$ cat src/design/rijmp_pkg.sv
// Package for the relative and indirect jump unit: opcodes, timing, carriers
package rijmp_pkg;

	// ---------------------------------------------------------------
	// Opcodes
	// ---------------------------------------------------------------
	localparam logic [7:0] RIJMP_OP_REL_ALWAYS = 8'h18;
	localparam logic [7:0] RIJMP_OP_REL_AOUT_SET = 8'h38;
	localparam logic [7:0] RIJMP_OP_REL_AOUT_CLR = 8'h30;
	localparam logic [7:0] RIJMP_OP_REL_NULL_SET = 8'h28;
	localparam logic [7:0] RIJMP_OP_REL_NOT_NULL = 8'h20;
	localparam logic [7:0] RIJMP_OP_PTR_JUMP = 8'hE9;
	localparam logic [7:0] RIJMP_OP_PREFIX_FIRST = 8'hDD;
	localparam logic [7:0] RIJMP_OP_PREFIX_SECOND = 8'hFD;

	// ---------------------------------------------------------------
	// Flag positions in the flag register
	// ---------------------------------------------------------------
	localparam int RIJMP_FLAG_AOUT_POS = 0;
	localparam int RIJMP_FLAG_NULL_POS = 6;

	// ---------------------------------------------------------------
	// Clock-state counts per machine cycle, pointer reset value and instruction length
	// ---------------------------------------------------------------
	localparam logic [2:0] RIJMP_MC_FETCH_STATES = 3'h4;
	localparam logic [2:0] RIJMP_MC_READ_STATES = 3'h3;
	localparam logic [2:0] RIJMP_MC_ADD_STATES = 3'h5;
	localparam logic [2:0] RIJMP_MC_INDEX_STATES = 3'h4;
	localparam logic [15:0] RIJMP_PTR_RESET = 16'h0000;
	localparam logic [15:0] RIJMP_INSTR_LEN = 16'h0002;

	typedef enum logic [2:0] {
		RIJMP_ST_IDLE = 3'h0,
		RIJMP_ST_FETCH = 3'h1,
		RIJMP_ST_READ = 3'h3,
		RIJMP_ST_ADD = 3'h2,
		RIJMP_ST_PREFIXED = 3'h6
	} rijmp_state_type;

	// Instruction bytes handed in by the fetch logic
	typedef struct packed {
		logic valid;
		logic [7:0] data;
	} rijmp_byte_type;

	// Register file values the unit can copy from
	typedef struct packed {
		logic [15:0] main_pointer_pair;
		logic [15:0] first_index_reg;
		logic [15:0] second_index_reg;
	} rijmp_regs_type;

endpackage

$ cat src/design/rijmp_state_timer.sv
// Clock-state timer: counts the states of one machine cycle
`timescale 1ns/1ns
`default_nettype none
module rijmp_state_timer
	import rijmp_pkg::*;
(
	input wire logic core_clk,
	input wire logic sys_rst,
	input wire logic start,
	input wire logic [2:0] length,
	output logic last,
	output logic busy
);
	logic [2:0] count_q;
	logic [2:0] count_d;

	assign last = busy && (count_q == 3'h1);
	assign count_d = start ? length : (busy ? 3'(count_q - 3'h1) : 3'h0);
	assign busy = (count_q != 3'h0);

	always_ff @(posedge core_clk) begin
		if (sys_rst) begin
			count_q <= 3'h0;
		end else begin
			count_q <= count_d;
		end
	end

	AST_TIMER_LENGTH: assert property (@(posedge core_clk) disable iff (sys_rst)
		start && length == 3'h5 |=> !last [*4] ##1 last)
		else $error("machine cycle length wrong");
endmodule
`default_nettype wire

$ cat src/design/rijmp_unit.sv
// Relative and register-indirect jump execution unit
`timescale 1ns/1ns
`default_nettype none
module rijmp_unit
	import rijmp_pkg::*;
#(
	parameter int ADDR_W = 16
) (
	input wire logic core_clk,
	input wire logic sys_rst,
	input wire rijmp_byte_type fetch_byte,
	input wire rijmp_regs_type regs,
	input wire logic [7:0] flags_in,
	output logic [7:0] flags_out,
	output logic byte_req,
	output logic [ADDR_W-1:0] instr_pointer,
	output logic busy,
	output logic done
);
	// ---------------------------------------------------------------
	// Decode
	// ---------------------------------------------------------------
	function automatic logic is_rel(input logic [7:0] op);
		is_rel = (op == RIJMP_OP_REL_ALWAYS) || (op == RIJMP_OP_REL_AOUT_SET) ||
			(op == RIJMP_OP_REL_AOUT_CLR) || (op == RIJMP_OP_REL_NULL_SET) ||
			(op == RIJMP_OP_REL_NOT_NULL);
	endfunction

	function automatic logic cond_met(input logic [7:0] op, input logic [7:0] f);
		logic aout;
		logic nul;
		aout = f[RIJMP_FLAG_AOUT_POS];
		nul = f[RIJMP_FLAG_NULL_POS];
		unique case (op)
			RIJMP_OP_REL_ALWAYS: cond_met = 1'b1;
			RIJMP_OP_REL_AOUT_SET: cond_met = aout;
			RIJMP_OP_REL_AOUT_CLR: cond_met = !aout;
			RIJMP_OP_REL_NULL_SET: cond_met = nul;
			RIJMP_OP_REL_NOT_NULL: cond_met = !nul;
			default: cond_met = 1'b0;
		endcase
	endfunction

	rijmp_state_type state_q;
	rijmp_state_type state_d;
	logic [7:0] opcode_q;
	logic [7:0] prefix_q;
	logic [ADDR_W-1:0] ip_q;
	logic [ADDR_W-1:0] ip_d;
	logic [7:0] disp_q;
	logic t_start;
	logic [2:0] t_len;
	logic t_last;
	logic t_busy;

	wire take_byte = fetch_byte.valid && byte_req;
	wire op_rel = is_rel(fetch_byte.data);
	wire op_ptr = (fetch_byte.data == RIJMP_OP_PTR_JUMP);
	wire op_pre = (fetch_byte.data == RIJMP_OP_PREFIX_FIRST) ||
		(fetch_byte.data == RIJMP_OP_PREFIX_SECOND);
	wire taken = cond_met(opcode_q, flags_in);
	// The second opcode may land on the last prefix state, so that the pair takes 4 plus 4
	wire pre_slot = (state_q == RIJMP_ST_PREFIXED) && (opcode_q != RIJMP_OP_PTR_JUMP) &&
		(t_last || !t_busy);
	wire [ADDR_W-1:0] disp_ext = ADDR_W'($signed(disp_q));
	wire [ADDR_W-1:0] index_val = (prefix_q == RIJMP_OP_PREFIX_SECOND) ?
		ADDR_W'(regs.second_index_reg) : ADDR_W'(regs.first_index_reg);

	// Flags pass through untouched; this unit owns no flag writes
	assign flags_out = flags_in;
	assign instr_pointer = ip_q;
	assign busy = (state_q != RIJMP_ST_IDLE);
	assign byte_req = (state_q == RIJMP_ST_IDLE) ||
		((state_q == RIJMP_ST_FETCH) && t_last) ||
		pre_slot;

	// ---------------------------------------------------------------
	// Machine cycle timer
	// ---------------------------------------------------------------
	rijmp_state_timer u_timer (
		.core_clk(core_clk),
		.sys_rst(sys_rst),
		.start(t_start),
		.length(t_len),
		.last(t_last),
		.busy(t_busy)
	);

	// ---------------------------------------------------------------
	// Sequencer
	// ---------------------------------------------------------------
	always_comb begin
		state_d = state_q;
		ip_d = ip_q;
		t_start = 1'b0;
		t_len = RIJMP_MC_FETCH_STATES;
		done = 1'b0;
		unique case (state_q)
			RIJMP_ST_IDLE: begin
				if (take_byte && (op_rel || op_ptr || op_pre)) begin
					// Opcode fetch cycle, 4 states
					t_start = 1'b1;
					t_len = RIJMP_MC_FETCH_STATES;
					state_d = op_pre ? RIJMP_ST_PREFIXED : RIJMP_ST_FETCH;
					ip_d = ADDR_W'(ip_q + 1'b1);
				end
			end
			RIJMP_ST_FETCH: begin
				if (t_last && opcode_q == RIJMP_OP_PTR_JUMP) begin
					ip_d = ADDR_W'(regs.main_pointer_pair);
					done = 1'b1;
					state_d = RIJMP_ST_IDLE;
				end else if (t_last && take_byte) begin
					// Displacement read, 3 states; pointer then past both bytes
					t_start = 1'b1;
					t_len = RIJMP_MC_READ_STATES;
					ip_d = ADDR_W'(ip_q + 1'b1);
					state_d = RIJMP_ST_READ;
				end else if (t_last) begin
					state_d = RIJMP_ST_READ;
				end
			end
			RIJMP_ST_READ: begin
				if (t_last && taken) begin
					t_start = 1'b1;
					t_len = RIJMP_MC_ADD_STATES;
					state_d = RIJMP_ST_ADD;
				end else if (t_last) begin
					done = 1'b1;
					state_d = RIJMP_ST_IDLE;
				end
			end
			RIJMP_ST_ADD: begin
				if (t_last) begin
					ip_d = ADDR_W'(ip_q + disp_ext);
					done = 1'b1;
					state_d = RIJMP_ST_IDLE;
				end
			end
			RIJMP_ST_PREFIXED: begin
				// Second opcode fetch after the prefix, 4 more states
				if (take_byte && op_ptr) begin
					t_start = 1'b1;
					t_len = RIJMP_MC_INDEX_STATES;
					ip_d = ADDR_W'(ip_q + 1'b1);
				end else if (take_byte) begin
					// Not E9: drop the prefix, the other groups handle it
					state_d = RIJMP_ST_IDLE;
				end else if (t_last && opcode_q == RIJMP_OP_PTR_JUMP) begin
					ip_d = index_val;
					done = 1'b1;
					state_d = RIJMP_ST_IDLE;
				end
			end
			default: begin
				state_d = RIJMP_ST_IDLE;
			end
		endcase
	end

	always_ff @(posedge core_clk) begin
		if (sys_rst) begin
			state_q <= RIJMP_ST_IDLE;
			ip_q <= RIJMP_PTR_RESET;
			opcode_q <= 8'h00;
			prefix_q <= 8'h00;
			disp_q <= 8'h00;
		end else begin
			state_q <= state_d;
			ip_q <= ip_d;
			if (state_q == RIJMP_ST_IDLE && take_byte) begin
				opcode_q <= fetch_byte.data;
				prefix_q <= op_pre ? fetch_byte.data : 8'h00;
			end else if (state_q == RIJMP_ST_PREFIXED && take_byte) begin
				opcode_q <= fetch_byte.data;
			end
			if (state_q == RIJMP_ST_FETCH && take_byte) begin
				disp_q <= fetch_byte.data;
			end
		end
	end

	// ---------------------------------------------------------------
	// Checks
	// ---------------------------------------------------------------
	AST_TAKEN_ADD: assert property (@(posedge core_clk) disable iff (sys_rst)
		state_q == RIJMP_ST_ADD && t_last |=> ip_q == $past(ip_q) + $past(disp_ext))
		else $error("taken branch target wrong");
	AST_NOT_TAKEN_SEQ: assert property (@(posedge core_clk) disable iff (sys_rst)
		state_q == RIJMP_ST_READ && t_last && !taken |=> state_q == RIJMP_ST_IDLE
		&& ip_q == $past(ip_q))
		else $error("untaken branch moved pointer");
	AST_ALWAYS_TAKEN: assert property (@(posedge core_clk) disable iff (sys_rst)
		state_q == RIJMP_ST_READ && t_last && opcode_q == RIJMP_OP_REL_ALWAYS
		|=> state_q == RIJMP_ST_ADD)
		else $error("unconditional branch not taken");
	AST_AOUT_SET: assert property (@(posedge core_clk) disable iff (sys_rst)
		state_q == RIJMP_ST_READ && t_last && opcode_q == RIJMP_OP_REL_AOUT_SET
		|=> (state_q == RIJMP_ST_ADD) == $past(flags_in[RIJMP_FLAG_AOUT_POS]))
		else $error("arith-out set branch wrong");
	AST_AOUT_CLR: assert property (@(posedge core_clk) disable iff (sys_rst)
		state_q == RIJMP_ST_READ && t_last && opcode_q == RIJMP_OP_REL_AOUT_CLR
		|=> (state_q == RIJMP_ST_ADD) != $past(flags_in[RIJMP_FLAG_AOUT_POS]))
		else $error("arith-out clear branch wrong");
	AST_NULL_SET: assert property (@(posedge core_clk) disable iff (sys_rst)
		state_q == RIJMP_ST_READ && t_last && opcode_q == RIJMP_OP_REL_NULL_SET
		|=> (state_q == RIJMP_ST_ADD) == $past(flags_in[RIJMP_FLAG_NULL_POS]))
		else $error("null set branch wrong");
	AST_NOT_NULL: assert property (@(posedge core_clk) disable iff (sys_rst)
		state_q == RIJMP_ST_READ && t_last && opcode_q == RIJMP_OP_REL_NOT_NULL
		|=> (state_q == RIJMP_ST_ADD) != $past(flags_in[RIJMP_FLAG_NULL_POS]))
		else $error("not-null branch wrong");
	AST_PTR_JUMP: assert property (@(posedge core_clk) disable iff (sys_rst)
		state_q == RIJMP_ST_IDLE && take_byte && op_ptr
		|=> !done [*3] ##1 done ##1 ip_q == $past(regs.main_pointer_pair))
		else $error("pointer-pair jump wrong");
	AST_ADD_CYCLE: assert property (@(posedge core_clk) disable iff (sys_rst)
		state_q == RIJMP_ST_READ && t_last && taken
		|=> state_q == RIJMP_ST_ADD [*5] ##1 state_q == RIJMP_ST_IDLE)
		else $error("taken branch add cycle not 5 states");
	AST_INDEX_JUMP: assert property (@(posedge core_clk) disable iff (sys_rst)
		state_q == RIJMP_ST_PREFIXED && t_last && opcode_q == RIJMP_OP_PTR_JUMP
		|=> state_q == RIJMP_ST_IDLE && ip_q == $past(index_val))
		else $error("index register jump wrong");
endmodule
`default_nettype wire

$ cat config.mk
export PLATFORM = sky130hd
export DESIGN_NAME = rijmp_unit
export DESIGN_NICKNAME = d
export VERILOG_FILES = /design/src/design/rijmp_pkg.sv /design/src/design/rijmp_state_timer.sv /design/src/design/rijmp_unit.sv
export SDC_FILE = /design/constraint.sdc
export NUM_CORES = 1
export LEC_CHECK = 0
export BUFFER_PORTS_ARGS = -buffer_cell sky130_fd_sc_hd__buf_4
export CAP_MARGIN = 15
export CORE_ASPECT_RATIO = 0.75
export CORE_UTILIZATION = 56
export CTS_CLUSTER_DIAMETER = 40
export CTS_CLUSTER_SIZE = 24
export DETAILED_ROUTE_END_ITERATION = 16
export PLACE_DENSITY = 0.82
export SLEW_MARGIN = 20
export SYNTH_ARGS = -nofsm -noshare
export SYNTH_HDL_FRONTEND = slang
export SYNTH_SLANG_ARGS = --single-unit
$ cat constraint.sdc
create_clock -name core_clk -period 3.8 [get_ports core_clk]
set_input_delay 0.76 -clock core_clk [delete_from_list [all_inputs] [get_ports core_clk]]
set_output_delay 0.76 -clock core_clk [all_outputs]
set_load 0.05 [all_outputs]
==> out/results.txt <==
Critical Path AT: 2700 ps
most frequent cells in the layout: 91 x buf_4, 47 x nor2_1, 46 x dfxtp_1
first-pass GRT wire length: 20400 µm
Starting Density: 0.594
root buf cell: clkbuf_8
top_reg_cell synth: dfxtp_1
CP peak stage delay: 540 ps
Crit. End Element: primary output
commonest non-fill, non-tap cell in the layout: buf_4
die height: 76.6 µm
First-pass DRT Iterations: 6
crit path buf inv count: 1
Post-CTS Setup Repair Bufs: 0
fin area: 4880 µm²
Worst Path Required: 3040 ps
Leak Pwr: 1.97 nW
Power Dens Cells: 306 nW/µm²
Area Overhead vs Synth: 17.4%
Cell Int Power: 0.936 mW
Die W: 101 µm
via count: 4425
Worst-Margin Slew: 900 ps
Syn Nets: 591
endpoints failing hold: 0
CTS clk-pin slew, worst paths: 80 ps
CTS tree: done
NumNets Final: 658
clk buf depth: 2
Final ANT Viol Nets: 0
# DRC: 0
1st-iter DRT viols: 516
final setup TNS: 0 ps
worst vdd ir: 0.187 mV
CP Cell Sequence: nor2_1, ha_1, or4b_1, a211o_4, a21bo_4, a21oi_1, o32ai_1, buf_4
Post-DP Area: 4770 µm²
proportion of layout cells with a drive suffix above 1: 0.250
Antenna diodes: 0
sequential area share after synthesis: 0.222
RSZ-0062 raised after global routing: false
Clk network pwr share: 0.249
Final min period: 3460 ps
Mapped Avg Cell Area: 8.23 µm²
num ports: 94
die area: 7770 µm²
slew margin rel.: 0.396
number of port buffers: 81
status: complete, no violations
number of enable flip-flop cells after synthesis: 0
DP Wirelength: 10000 µm
Cells after Synth: 505
largest net degree at the start of global routing: 45
crit-path max FO: 6
worst setup path class: reg2out
Placeable Area: 6990 µm²
Worst Clk Skew: 7.88 ps
# hold bufs at CTS: 0
Tot GR Track Use: 0.337
routed length per instance: 19.5 µm
CTS resizes: 0
Flop pwr share: 0.379
antenna violations before repair: 0
CP max-delay cell: or4b_1
Placer Congestion: 0.967
synth warn: 0
Sw Ratio: 0.374
ys async rst share: 0
grt ovf: 0
max-slew violations: 0
Max Fclk: 289 MHz
# clock sinks: 46
combinational share of power: 0.372
worst min path class: reg2reg
Synth cell types: 78
delay-heaviest family, CP: compound AO/OA/AOI/OAI gates
Yosys reg bits: 46
CTS Buf Count: 5
DRT Wirelength: 13100 µm
CP Launch Type: register
endpoints failing setup: 0
fin crit share: 0.911
row cnt: 26
H-tree depth: 2
worst skew pair latency: 310 ps
detail-routed via count per cell: 6.59
Max-Cap Viols: 0
Psw: 0.559 mW
Post-Syn Area: 4160 µm²
vias in the first global route: 3956
==> cells in the mapped netlist (6+ instances only) <==
cell type  number  area (µm²)
a21oi_1        30         150
ha_1           18         225
nor2_1         47         176
nand2_1        37         139
nor2b_1         8        50.1
dfxtp_1        46         921
nand3_1        13        65.1
a211oi_1        9        67.6
buf_4           9        67.6
o21ai_0        17        85.1
o211ai_1        6        45.0
o31ai_1         7        52.6
clkbuf_1       17        63.8
inv_1          16        60.1
nor3_1         24         120
nor4_1          9        56.3
a21oi_2         8        70.1
o22ai_1         7        43.8
nand4_1         6        37.5
xnor2_1        12         105
a311oi_2        8         120
nand2b_1        7        43.8
a221oi_1        6        52.6
mux2i_1        29         290
mux2_2          7        78.8
==> metrics by stage <==
step / instances / utilization / total power, mW / hold slack (ps) / setup slack [ps]
finish: 671 / 0.698 / 1.50 / 463 / 339
global route: 671 / 0.698 / 1.56 / 490 / 224
CTS: 671 / 0.698 / 1.48 / 466 / 352
detailed placement: 663 / 0.683 / 1.12 / 453 / 612
global placement: 663 / 0.683 / 1.11 / 443 / 726
floorplan: 505 / - / 0.971 / 436 / 457
==> sequential cells by signal, summed over array words and instances (netlist names) <==
name and count:
instr_pointer 16, state_q 3, prefix_q 8, opcode_q 8, disp_q 8, u_timer.count_q 3
==> area by class of cell <==
cell class,count,area [µm²]
flip-flops and latches,46,921
fillers,590,2110
clock buffers,7,76.3
repair buffers,91,683
multi-input cells,412,2990
inverters,16,60.1
clock inverters,1,30.0
well taps,98,123
==> worst reg2reg max path: stages, from the launching register on <==
cell and delay [ps]:
dfxtp_1 400, nor2_1 100, ha_1 270, or4b_1 540, buf_4 210, or3_4 430
a21oi_2 170, o22ai_2 170, nor2_2 610, a311oi_2 200
==> final timing paths <==
| path | from | endpoint | slack [ps] | depth (start not counted) |
|---|---|---|---|---|
| setup / recovery | u_timer.count_q[1] | done | 340 | 8 |
| hold / removal | prefix_q[2] | prefix_q[2] | 460 | 2 |
| setup reg to reg | u_timer.count_q[1] | instr_pointer[12] | 560 | 9 |
| hold reg to reg | prefix_q[2] | prefix_q[2] | 460 | 2 |
==> power groups by stage <==
stage / Sequential [mW] / Clock, mW / Combinational, mW
3_5_place_dp: 0.575 / 0 / 0.544
3_3_place_gp: 0.574 / 0 / 0.534
4_1_cts: 0.563 / 0.373 / 0.548
2_1_floorplan: 0.615 / 0 / 0.356
5_1_grt: 0.569 / 0.395 / 0.592
6_report: 0.566 / 0.373 / 0.556
==> layer usage <==
layer / up-vias / track usage / part of all wire
met1: 2059 / 0.506 / 0.45
met5: - / 0 / 0
met2: 270 / 0.473 / 0.41
met4: 0 / 0.0667 / 0.012
met3: 25 / 0.0908 / 0.13
li1: 2071 / - / -
==> logic make-up after synthesis <==
kind of cell | Yosys count | synth area share
adders and majority gates | 19 | 0.0590
muxes | 38 | 0.0978
xor gates and xnor gates | 16 | 0.0337
AOI/OAI and AO/OA | 150 | 0.284
and+or+nand+nor | 189 | 0.245
buffers and inverters | 47 | 0.0596
DFF | 46 | 0.222
(Power assumes the default switching activity.)
